[src/rtl/trpc_pkg.sv]
// trpc_pkg: shared constants and types for the trace resource pause controller.
// assumes a single clock domain at 250 MHz with a synchronous active-high reset.
package trpc_pkg;
	localparam int unsigned CLK_PERIOD_NS  = 4;
	// selector latency in cycles; pausing steps are timed with it
	localparam int unsigned SEL_LATENCY    = 2;
	localparam int unsigned NUM_INPUTS     = 8;
	localparam int unsigned NUM_COUNTERS   = 4;
	localparam int unsigned NUM_SEQ_STATES = 4;
	localparam int unsigned NUM_EXT_OUT    = 4;
	localparam int unsigned NUM_EVENTS     = 4;
	localparam int unsigned SYNC_WAIT      = 2;
	localparam logic        STABLE_RESET   = 1'h0;

	typedef enum logic [1:0] {
		TRPC_RUNNING,
		TRPC_PAUSING,
		TRPC_PAUSED
	} trpc_state_type;
endpackage : trpc_pkg

[src/rtl/trpc_sel_pipe.sv]
// trpc_sel_pipe: fixed-latency model of the resource selector path.
// assumes the caller gates the advance enable; holding it freezes contents.
module trpc_sel_pipe #(
	parameter int unsigned WIDTH = 8,
	parameter int unsigned DEPTH = 2
) (
	input  wire logic             clk,
	input  wire logic             rst,
	input  wire logic             adv,
	input  wire logic [WIDTH-1:0] din,
	output logic      [WIDTH-1:0] dout
);
	logic [WIDTH-1:0] stage_q [DEPTH];

	always_ff @(posedge clk) begin
		if (rst) begin
			for (int i = 0; i < DEPTH; i++) begin
				stage_q[i] <= '0;
			end
		end else if (adv) begin
			stage_q[0] <= din;
			for (int i = 1; i < DEPTH; i++) begin
				stage_q[i] <= stage_q[i-1];
			end
		end
	end

	assign dout = stage_q[DEPTH-1];
endmodule : trpc_sel_pipe

[src/rtl/trpc_ctrl.sv]
// trpc_ctrl: run, pausing and paused control of the trace filtering resources.
// assumes pin inputs arrive asynchronously and are synchronised here;
// resource inputs and instruction-block strobes come from same-clock logic.

module trpc_ctrl #(
	parameter int unsigned NIN  = trpc_pkg::NUM_INPUTS,
	parameter int unsigned NCNT = trpc_pkg::NUM_COUNTERS,
	parameter int unsigned NSEQ = trpc_pkg::NUM_SEQ_STATES,
	parameter int unsigned NOUT = trpc_pkg::NUM_EXT_OUT,
	parameter int unsigned NEV  = trpc_pkg::NUM_EVENTS
) (
	input  wire logic            clk,
	input  wire logic            rst,
	input  wire logic            trace_enable,
	input  wire logic            low_power,
	input  wire logic            prohibited_region,
	input  wire logic [NIN-1:0]  resource_in,
	input  wire logic [NCNT-1:0] counter_zero,
	input  wire logic [NSEQ-1:0] seq_state,
	input  wire logic [NOUT-1:0] ext_out_req,
	input  wire logic            block_valid,
	input  wire logic            block_precise_hit,
	input  wire logic            sync_req,
	input  wire logic            cmp_busy,
	output logic [NIN-1:0]       sel_resource,
	output logic [NCNT-1:0]      sel_counter,
	output logic [NSEQ-1:0]      sel_seq,
	output logic                 resource_run,
	output logic                 counters_run,
	output logic [NOUT-1:0]      ext_out,
	output logic                 model_stable_flag,
	output logic                 paused,
	output logic                 block_result_valid,
	output logic                 block_result,
	output logic                 sync_done
);
	localparam int unsigned LAT = trpc_pkg::SEL_LATENCY;
	localparam int unsigned CW  = $clog2(2 * LAT + 1) + 1;
	localparam logic [CW-1:0] DRAIN_CYCLES = CW'(2 * LAT);

	// pin-level controls pass two flops before use
	// they reset low, so a pause walk follows every reset; the pipes start empty anyway
	logic en_s1_q, en_s2_q, lp_s1_q, lp_s2_q, pr_s1_q, pr_s2_q;
	always_ff @(posedge clk) begin
		if (rst) begin
			en_s1_q <= 1'h0;
			en_s2_q <= 1'h0;
			lp_s1_q <= 1'h0;
			lp_s2_q <= 1'h0;
			pr_s1_q <= 1'h0;
			pr_s2_q <= 1'h0;
		end else begin
			en_s1_q <= trace_enable;
			en_s2_q <= en_s1_q;
			lp_s1_q <= low_power;
			lp_s2_q <= lp_s1_q;
			pr_s1_q <= prohibited_region;
			pr_s2_q <= pr_s1_q;
		end
	end

	function automatic logic go_ok(input logic en, input logic lp, input logic pr);
		go_ok = en && !lp && !pr;
	endfunction : go_ok

	logic                    run_ok;
	assign run_ok = go_ok(en_s2_q, lp_s2_q, pr_s2_q);

	trpc_pkg::trpc_state_type state_q, state_d;
	logic [CW-1:0]            drain_q;

	always_comb begin
		state_d = state_q;
		case (state_q)
			trpc_pkg::TRPC_RUNNING: begin
				if (!run_ok) begin
					state_d = trpc_pkg::TRPC_PAUSING;
				end
			end
			trpc_pkg::TRPC_PAUSING: begin
				// fixed drain count keeps the pausing walk bounded
				if (drain_q == DRAIN_CYCLES - CW'(1)) begin
					state_d = trpc_pkg::TRPC_PAUSED;
				end
			end
			trpc_pkg::TRPC_PAUSED: begin
				if (run_ok) begin
					state_d = trpc_pkg::TRPC_RUNNING;
				end
			end
			default: state_d = trpc_pkg::TRPC_RUNNING;
		endcase
	end

	always_ff @(posedge clk) begin
		if (rst) begin
			state_q <= trpc_pkg::TRPC_RUNNING;
		end else begin
			state_q <= state_d;
		end
	end

	// first LAT cycles flush forced inputs, next LAT give counters one more pass
	always_ff @(posedge clk) begin
		if (rst) begin
			drain_q <= '0;
		end else if (state_q == trpc_pkg::TRPC_PAUSING) begin
			drain_q <= drain_q + CW'(1);
		end else begin
			drain_q <= '0;
		end
	end

	logic running, pausing, is_paused;
	assign running   = (state_q == trpc_pkg::TRPC_RUNNING);
	assign pausing   = (state_q == trpc_pkg::TRPC_PAUSING);
	assign is_paused = (state_q == trpc_pkg::TRPC_PAUSED);

	// ordinary resources stop advancing once their pre-force values have drained
	logic res_adv, cnt_adv;
	assign res_adv = running || (pausing && drain_q < CW'(LAT));
	assign cnt_adv = running || pausing;

	logic [NIN-1:0] res_gated;
	assign res_gated = running ? resource_in : '0;

	trpc_sel_pipe #(.WIDTH(NIN), .DEPTH(LAT)) u_res_pipe (
		.clk  (clk),
		.rst  (rst),
		.adv  (res_adv),
		.din  (res_gated),
		.dout (sel_resource)
	);

	trpc_sel_pipe #(.WIDTH(NCNT + NSEQ), .DEPTH(LAT)) u_cnt_pipe (
		.clk  (clk),
		.rst  (rst),
		.adv  (cnt_adv),
		.din  ({counter_zero, seq_state}),
		.dout ({sel_counter, sel_seq})
	);

	// paused with tracing on: pipes hold, so in-flight events are kept
	assign resource_run = res_adv;
	assign counters_run = cnt_adv;
	assign paused       = is_paused;

	always_ff @(posedge clk) begin
		if (rst) begin
			ext_out <= '0;
		end else if (state_d == trpc_pkg::TRPC_PAUSED) begin
			ext_out <= '0;
		end else begin
			ext_out <= ext_out_req;
		end
	end

	always_ff @(posedge clk) begin
		if (rst) begin
			model_stable_flag <= trpc_pkg::STABLE_RESET;
		end else begin
			model_stable_flag <= is_paused && !en_s2_q;
		end
	end

	// one result per block seen while running, registered so results leave in arrival order
	logic blk_v_q, blk_r_q;
	always_ff @(posedge clk) begin
		if (rst) begin
			blk_v_q <= 1'h0;
			blk_r_q <= 1'h0;
		end else begin
			blk_v_q <= block_valid && running;
			blk_r_q <= block_precise_hit;
		end
	end
	assign block_result_valid = blk_v_q;
	assign block_result       = blk_r_q;

	// sync waits for comparators to drain earlier instructions
	// a request in the completing cycle merges into that completion
	logic sync_pend_q, sync_done_q;
	always_ff @(posedge clk) begin
		if (rst) begin
			sync_pend_q <= 1'h0;
			sync_done_q <= 1'h0;
		end else begin
			sync_done_q <= 1'h0;
			if (sync_pend_q && !cmp_busy) begin
				sync_pend_q <= 1'h0;
				sync_done_q <= 1'h1;
			end else if (sync_req) begin
				sync_pend_q <= 1'h1;
			end
		end
	end
	assign sync_done = sync_done_q;
endmodule : trpc_ctrl

[config.mk]
export PLATFORM = sky130hd
export DESIGN_NAME = trpc_ctrl
export DESIGN_NICKNAME = d
export VERILOG_FILES = /design/src/rtl/trpc_pkg.sv /design/src/rtl/trpc_sel_pipe.sv /design/src/rtl/trpc_ctrl.sv
export SDC_FILE = /design/constraint.sdc
export NUM_CORES = 1
export LEC_CHECK = 0
export BUFFER_PORTS_ARGS = -buffer_cell sky130_fd_sc_hd__buf_2
export CAP_MARGIN = 20
export CORE_MARGIN = 2
export CORE_UTILIZATION = 45
export DETAILED_ROUTE_END_ITERATION = 12
export PLACE_DENSITY = 0.77
export SYNTH_ARGS = -nofsm -noshare
export SYNTH_HDL_FRONTEND = slang
export SYNTH_SLANG_ARGS = --single-unit
[constraint.sdc]
create_clock -name clk -period 4 [get_ports clk]
set_clock_uncertainty 0.2 [all_clocks]
set_input_delay 0.8 -clock clk [delete_from_list [all_inputs] [get_ports clk]]
set_output_delay 0.8 -clock clk [all_outputs]
set_load 0.1 [all_outputs]
==> run metrics, run 1 <==
Post-route DRC 0; R2R Setup Slk 2.28 ns; Worst setup SP type flip-flop; clock buffer count from CTS 5; synthesized area per cell 13.8 µm²; Area growth, synth to finish 15.0%; Power Dens Cells 466 nW/µm²; fraction of layout cells with a size suffix above 1 0.376; Final Critical Period 2.54 ns; hold path depth 1; first-pass GRT wire length 4360 µm; final setup TNS 0 ns; vias in the first global route 984; area leader, netlist edfxtp_1; Multi-input gate area 500 µm²; Fmax 394 MHz; ant diodes 0; Slew Limit Fails 0; die outline width 71.2 µm; row cnt 24; Critical Path AT 1.54 ns; Top FF cell, synth edfxtp_1; Peak supply drop 218 µV; Tcrit/Tclk final 0.634; Reg-to-Reg End u_res_pipe.stage_q[0][4]; Critical Path Max Stage Delay 0.51 ns; CTS HTree Levels 2; largest net degree at the start of global routing 22; synthesized area 2030 µm²; Initial DRC Count 42; clock tree root driver cell clkbuf_8; CTS tree yes; Synth cell types 27; crit path kind flip-flop to output pin; final setup margin 1.46 ns; DRT Wirelength 2700 µm; Final Hold Vio Count 0; final setup violating endpoints 0; sequential share of the synthesized area 0.681; yosys warns 0; number of routed nets with antenna violations 0; starting density of the core 0.466; Hold Path End model_stable_flag; origin of the critical flop-to-flop path state_q[0]; post-route core utilization 0.536; Yosys top cell area share 0.473; critical path endpoint category output pin; synth top area cells edfxtp_1 (47%), dfxtp_1 (21%), and2_1 (10%); vias per cell 4.55; num ports 56; Seq cells post-synth 53; initial antenna violation count 0; WL per Instance 11.2 µm; DIE HEIGHT 71.2 µm; # clock sinks 53; critical path's slowest cell dfxtp_1; die area 5060 µm²; global-route usage over all layers 0.114; # hold bufs at CTS 0; TritonRoute pass-1 iters 3; ys async rst share 0; RSZ-0062 raised after global routing no; hold crit path type flip-flop to flip-flop; pre-CTS WS 1.57 ns; Nets 218; critical-path maximum fanout 9; Clock Tree Buf Depth 2; worst hold slack 0.222 ns; P_leak 0.00105 µW; worst skew pair latency 0.30 ns; core area 4350 µm²; GRT overflow 0; Buffers on Ports 55; hpwl dp 1890 µm; Clk pin slew, worst setup/hold paths 0.08 ns; MaxCap Viol Count 0; R2R cell count 3; hold_sp en_s2_q; routability cong. 0.725; total setup buffers inserted after CTS 0; fillers 360; post-CTS sizing 0; max_slew headroom 0.514; via count 1096; Required @ worst endpoint 3.00 ns; register area 1380 µm²; CP Cell Sequence nor2b_1 -> buf_2; status finished clean; Syn Inst Count 147; worst-margin pin slew 0.728 ns; Post-synth EDFFs 32; Syn Nets 177
[flip-flops by register name, indices dropped and copies added, names as in the netlist]
register,count
block_result,1
u_cnt_pipe.stage_q,16
en_s2_q,1
lp_s2_q,1
pr_s2_q,1
lp_s1_q,1
sync_done,1
state_q,2
drain_q,4
pr_s1_q,1
block_result_valid,1
sync_pend_q,1
ext_out,4
model_stable_flag,1
u_res_pipe.stage_q,16
en_s1_q,1
[layout by cell type, fill, tap and decap left out]
cell type,n
a2111oi_0,1
a22o_4,1
and2_1,33
and3_1,1
buf_2,55
bufinv_16,1
clkbuf_1,1
clkbuf_8,5
clkinvlp_2,1
dfxtp_1,21
edfxtp_1,32
ha_1,1
inv_1,1
mux2i_1,1
nand2_1,1
nand2b_1,1
nand3_1,1
nor2_1,6
nor2_2,1
nor2b_1,10
nor3_2,2
nor3b_1,2
nor3b_2,4
nor4_1,1
o31a_1,1
or2_2,1
or3b_1,1
xnor2_1,1
xor2_1,1
[stage by stage]
stage	cell area [µm²]	std cells	total power, µW
2_1_floorplan	2030	147	739
3_3_place_gp	2230	233	756
3_5_place_dp	2230	233	757
4_1_cts	2330	241	1100
5_1_grt	2330	241	1130
6_report	2330	241	1090
[cell families (layout without fill, tap and decap cells)]
| logic type | after synthesis | count (layout) | share of synthesized area |
|---|---|---|---|
| simple gates | 65 | 65 | 0.210 |
| flops | 53 | 53 | 0.681 |
| buf+inv | 22 | 64 | 0.0727 |
| compound gates | 3 | 3 | 0.0173 |
| xor+xnor | 2 | 2 | 0.00863 |
| fa+ha+maj | 1 | 1 | 0.00616 |
| mux | 1 | 1 | 0.00493 |
[per-layer routing]
metal,GRT usage,share of wire,vias to the layer above
met5,0,0,-
met4,0.0692,0.023,0
met3,0.0527,0.075,5
met2,0.169,0.46,38
met1,0.136,0.45,495
li1,-,-,558
[Yosys cell counts (2+ instances only)]
cell      number
and2_1        33
nor2_1         6
dfxtp_1       21
nor2b_1       10
nor3b_2        4
edfxtp_1      32
nor3_2         2
buf_2          4
nor3b_1        2
buf_4         16
[worst max-delay path: cells and delay by family, from the launching register on]
family / cells / cell delay (ns)
buffers and inverters: 1 / 0.47
AND/OR/NAND/NOR: 1 / 0.27
flip-flops: 1 / 0.51
[power by group]
group | switching, µW | internal [µW] | total [µW] | leakage [µW]
clock network | 159 | 185 | 344 | 0.0000513
registers | 7.01 | 602 | 609 | 0.000553
logic | 104 | 30.9 | 135 | 0.000443
total | 270 | 818 | 1090 | 0.00105
[area by class of cell]
class,count,area share
inverters,1,0.00161
flip-flops and latches,53,0.592
repair buffers,55,0.118
multi-input cells,72,0.214
clock buffers,6,0.0311
well taps,52,0.0279
clock inverters,2,0.0150
[worst max path at each step]
stage / from / endpoint / cells past startpoint
floorplan: drain_q[3] / u_res_pipe.stage_q[0][0] / 3
global placement: rst / u_cnt_pipe.stage_q[0][13] / 2
detailed placement: rst / u_cnt_pipe.stage_q[0][13] / 2
CTS: state_q[1] / paused / 2
global route: state_q[1] / paused / 2
finish: state_q[1] / paused / 2
Note: power is estimated with default switching activity, not from simulation.
==> inputs of run 2 (changes only) <==
PLACE_DENSITY = 0.8   (was 0.77)
clock period = 2.15 ns   (was 4 ns; I/O delays follow)
==> run metrics, run 2 (synthesis gave the netlist of run 1 again) <==
final setup TNS 0 ns; R2R Setup Slk 0.44 ns; crit path kind flip-flop to output pin; die area 5060 µm²; Largest regs u_cnt_pipe.stage_q: 16 flops, u_res_pipe.stage_q: 16 flops; core area 4350 µm²; CP startpoint state_q[1]; vias in the first global route 1134; Final Critical Period 2.00 ns; clock buffer count from CTS 5; total setup buffers inserted after CTS 0; DRT Wirelength 2900 µm; Required @ worst endpoint 1.52 ns; row cnt 24; GRT overflow 0; worst hold slack 0.109 ns; num ports 56; number of routed nets with antenna violations 0; critical path endpoint category output pin; final setup margin 0.146 ns; post-CTS sizing 0; critical path's slowest cell dfxtp_1; Tcrit/Tclk final 0.932; RSZ-0062 raised after global routing no; DIE HEIGHT 71.2 µm; Worst path depth 2; Clk pin slew, worst setup/hold paths 0.09 ns; worst skew pair latency 0.29 ns; most frequent cells in the layout buf_2 (53), and2_1 (33), edfxtp_1 (32); commonest non-fill, non-tap cell in the layout buf_2; area of placed instances 2290 µm²; status finished clean; worst-margin pin slew 0.517 ns; Final Hold Vio Count 0; fraction of layout cells with a size suffix above 1 0.393; Critical Path AT 1.37 ns; global-route usage over all layers 0.125; Slew Limit Fails 0; ant diodes 0; Area growth, synth to finish 16.7%; # clock sinks 53; hpwl dp 2050 µm; TritonRoute pass-1 iters 4; Critical Path End paused; Crit path max-delay family flip-flops; Peak supply drop 439 µV; Worst setup SP type flip-flop; MaxCap Viol Count 0; CTS tree yes; CP Cell Sequence nor2b_2 -> buf_12; via count 1127; P_leak 0.00106 µW; first-pass GRT wire length 4850 µm; WL per Instance 11.9 µm; critical-path maximum fanout 9; Clock Tree Buf Depth 2; die outline width 71.2 µm; vias per cell 4.64; R2R cell count 3; starting density of the core 0.466; CP Buf/Inv Count 1; initial antenna violation count 0; hold crit path type input port to flip-flop; clock tree root driver cell clkbuf_8; Initial DRC Count 66; Nets 221; Final Cell Area 2370 µm²; Critical Path Max Stage Delay 0.56 ns; Post-route DRC 0; origin of the critical flop-to-flop path drain_q[3]; Buffers on Ports 55; # hold bufs at CTS 0; Reg-to-Reg End u_res_pipe.stage_q[0][6]; routability cong. 0.761; CTS HTree Levels 2; fillers 351; pre-CTS WS 0.438 ns; max_slew headroom 0.655; Power Dens Cells 807 nW/µm²; largest net degree at the start of global routing 19; final setup violating endpoints 0; Fmax 499 MHz
run 2: per-layer routing:
metal  part of all wire  routed length, µm  track usage  up-vias
met5                  0                  0            0        -
met3              0.063                182       0.0427        8
met1               0.41               1200        0.138      520
li1                   -                  -            -      561
met2               0.50               1430        0.210       38
met4              0.027                 79       0.0692        0
run 2: area by class of cell:
type / count / area, µm² / area share
well taps: 52 / 65.1 / 0.0275
repair buffers: 58 / 328 / 0.138
multi-input cells: 72 / 510 / 0.216
flip-flops and latches: 53 / 1380 / 0.583
clock inverters: 2 / 11.3 / 0.00475
clock buffers: 5 / 68.8 / 0.0291
inverters: 1 / 3.75 / 0.00158
run 2: stage by stage:
step / utilization / cells / total power, µW
final: 0.544 / 243 / 1910
after global routing: 0.544 / 243 / 1980
after CTS: 0.544 / 243 / 1920
after detailed placement: 0.526 / 236 / 1420
after global placement: 0.526 / 236 / 1410
after floorplan: - / 147 / 1380
run 2: worst register-to-register path: cells and delay by family, from the launching register on:
kind | cells | cell delay [ns]
AO/OA/AOI/OAI | 1 | 0.36
flip-flops | 1 | 0.35
AND/OR/NAND/NOR | 2 | 0.48
run 2: how the worst min path moves through the flow:
stage	start	to	slack [ns]	cells after the start
6_report	cmp_busy	sync_done	0.11	2
2_1_floorplan	en_s2_q	model_stable_flag	0.19	1
4_1_cts	cmp_busy	sync_done	0.10	2
3_5_place_dp	en_s2_q	model_stable_flag	0.23	1
3_3_place_gp	en_s2_q	model_stable_flag	0.21	1
5_1_grt	cmp_busy	sync_done	0.10	2
run 2: power by group:
part	internal (µW)	switching [µW]	total (µW)
logic	62.3	197	260
registers	1120	11.2	1130
clock network	219	303	522
total	1400	511	1910
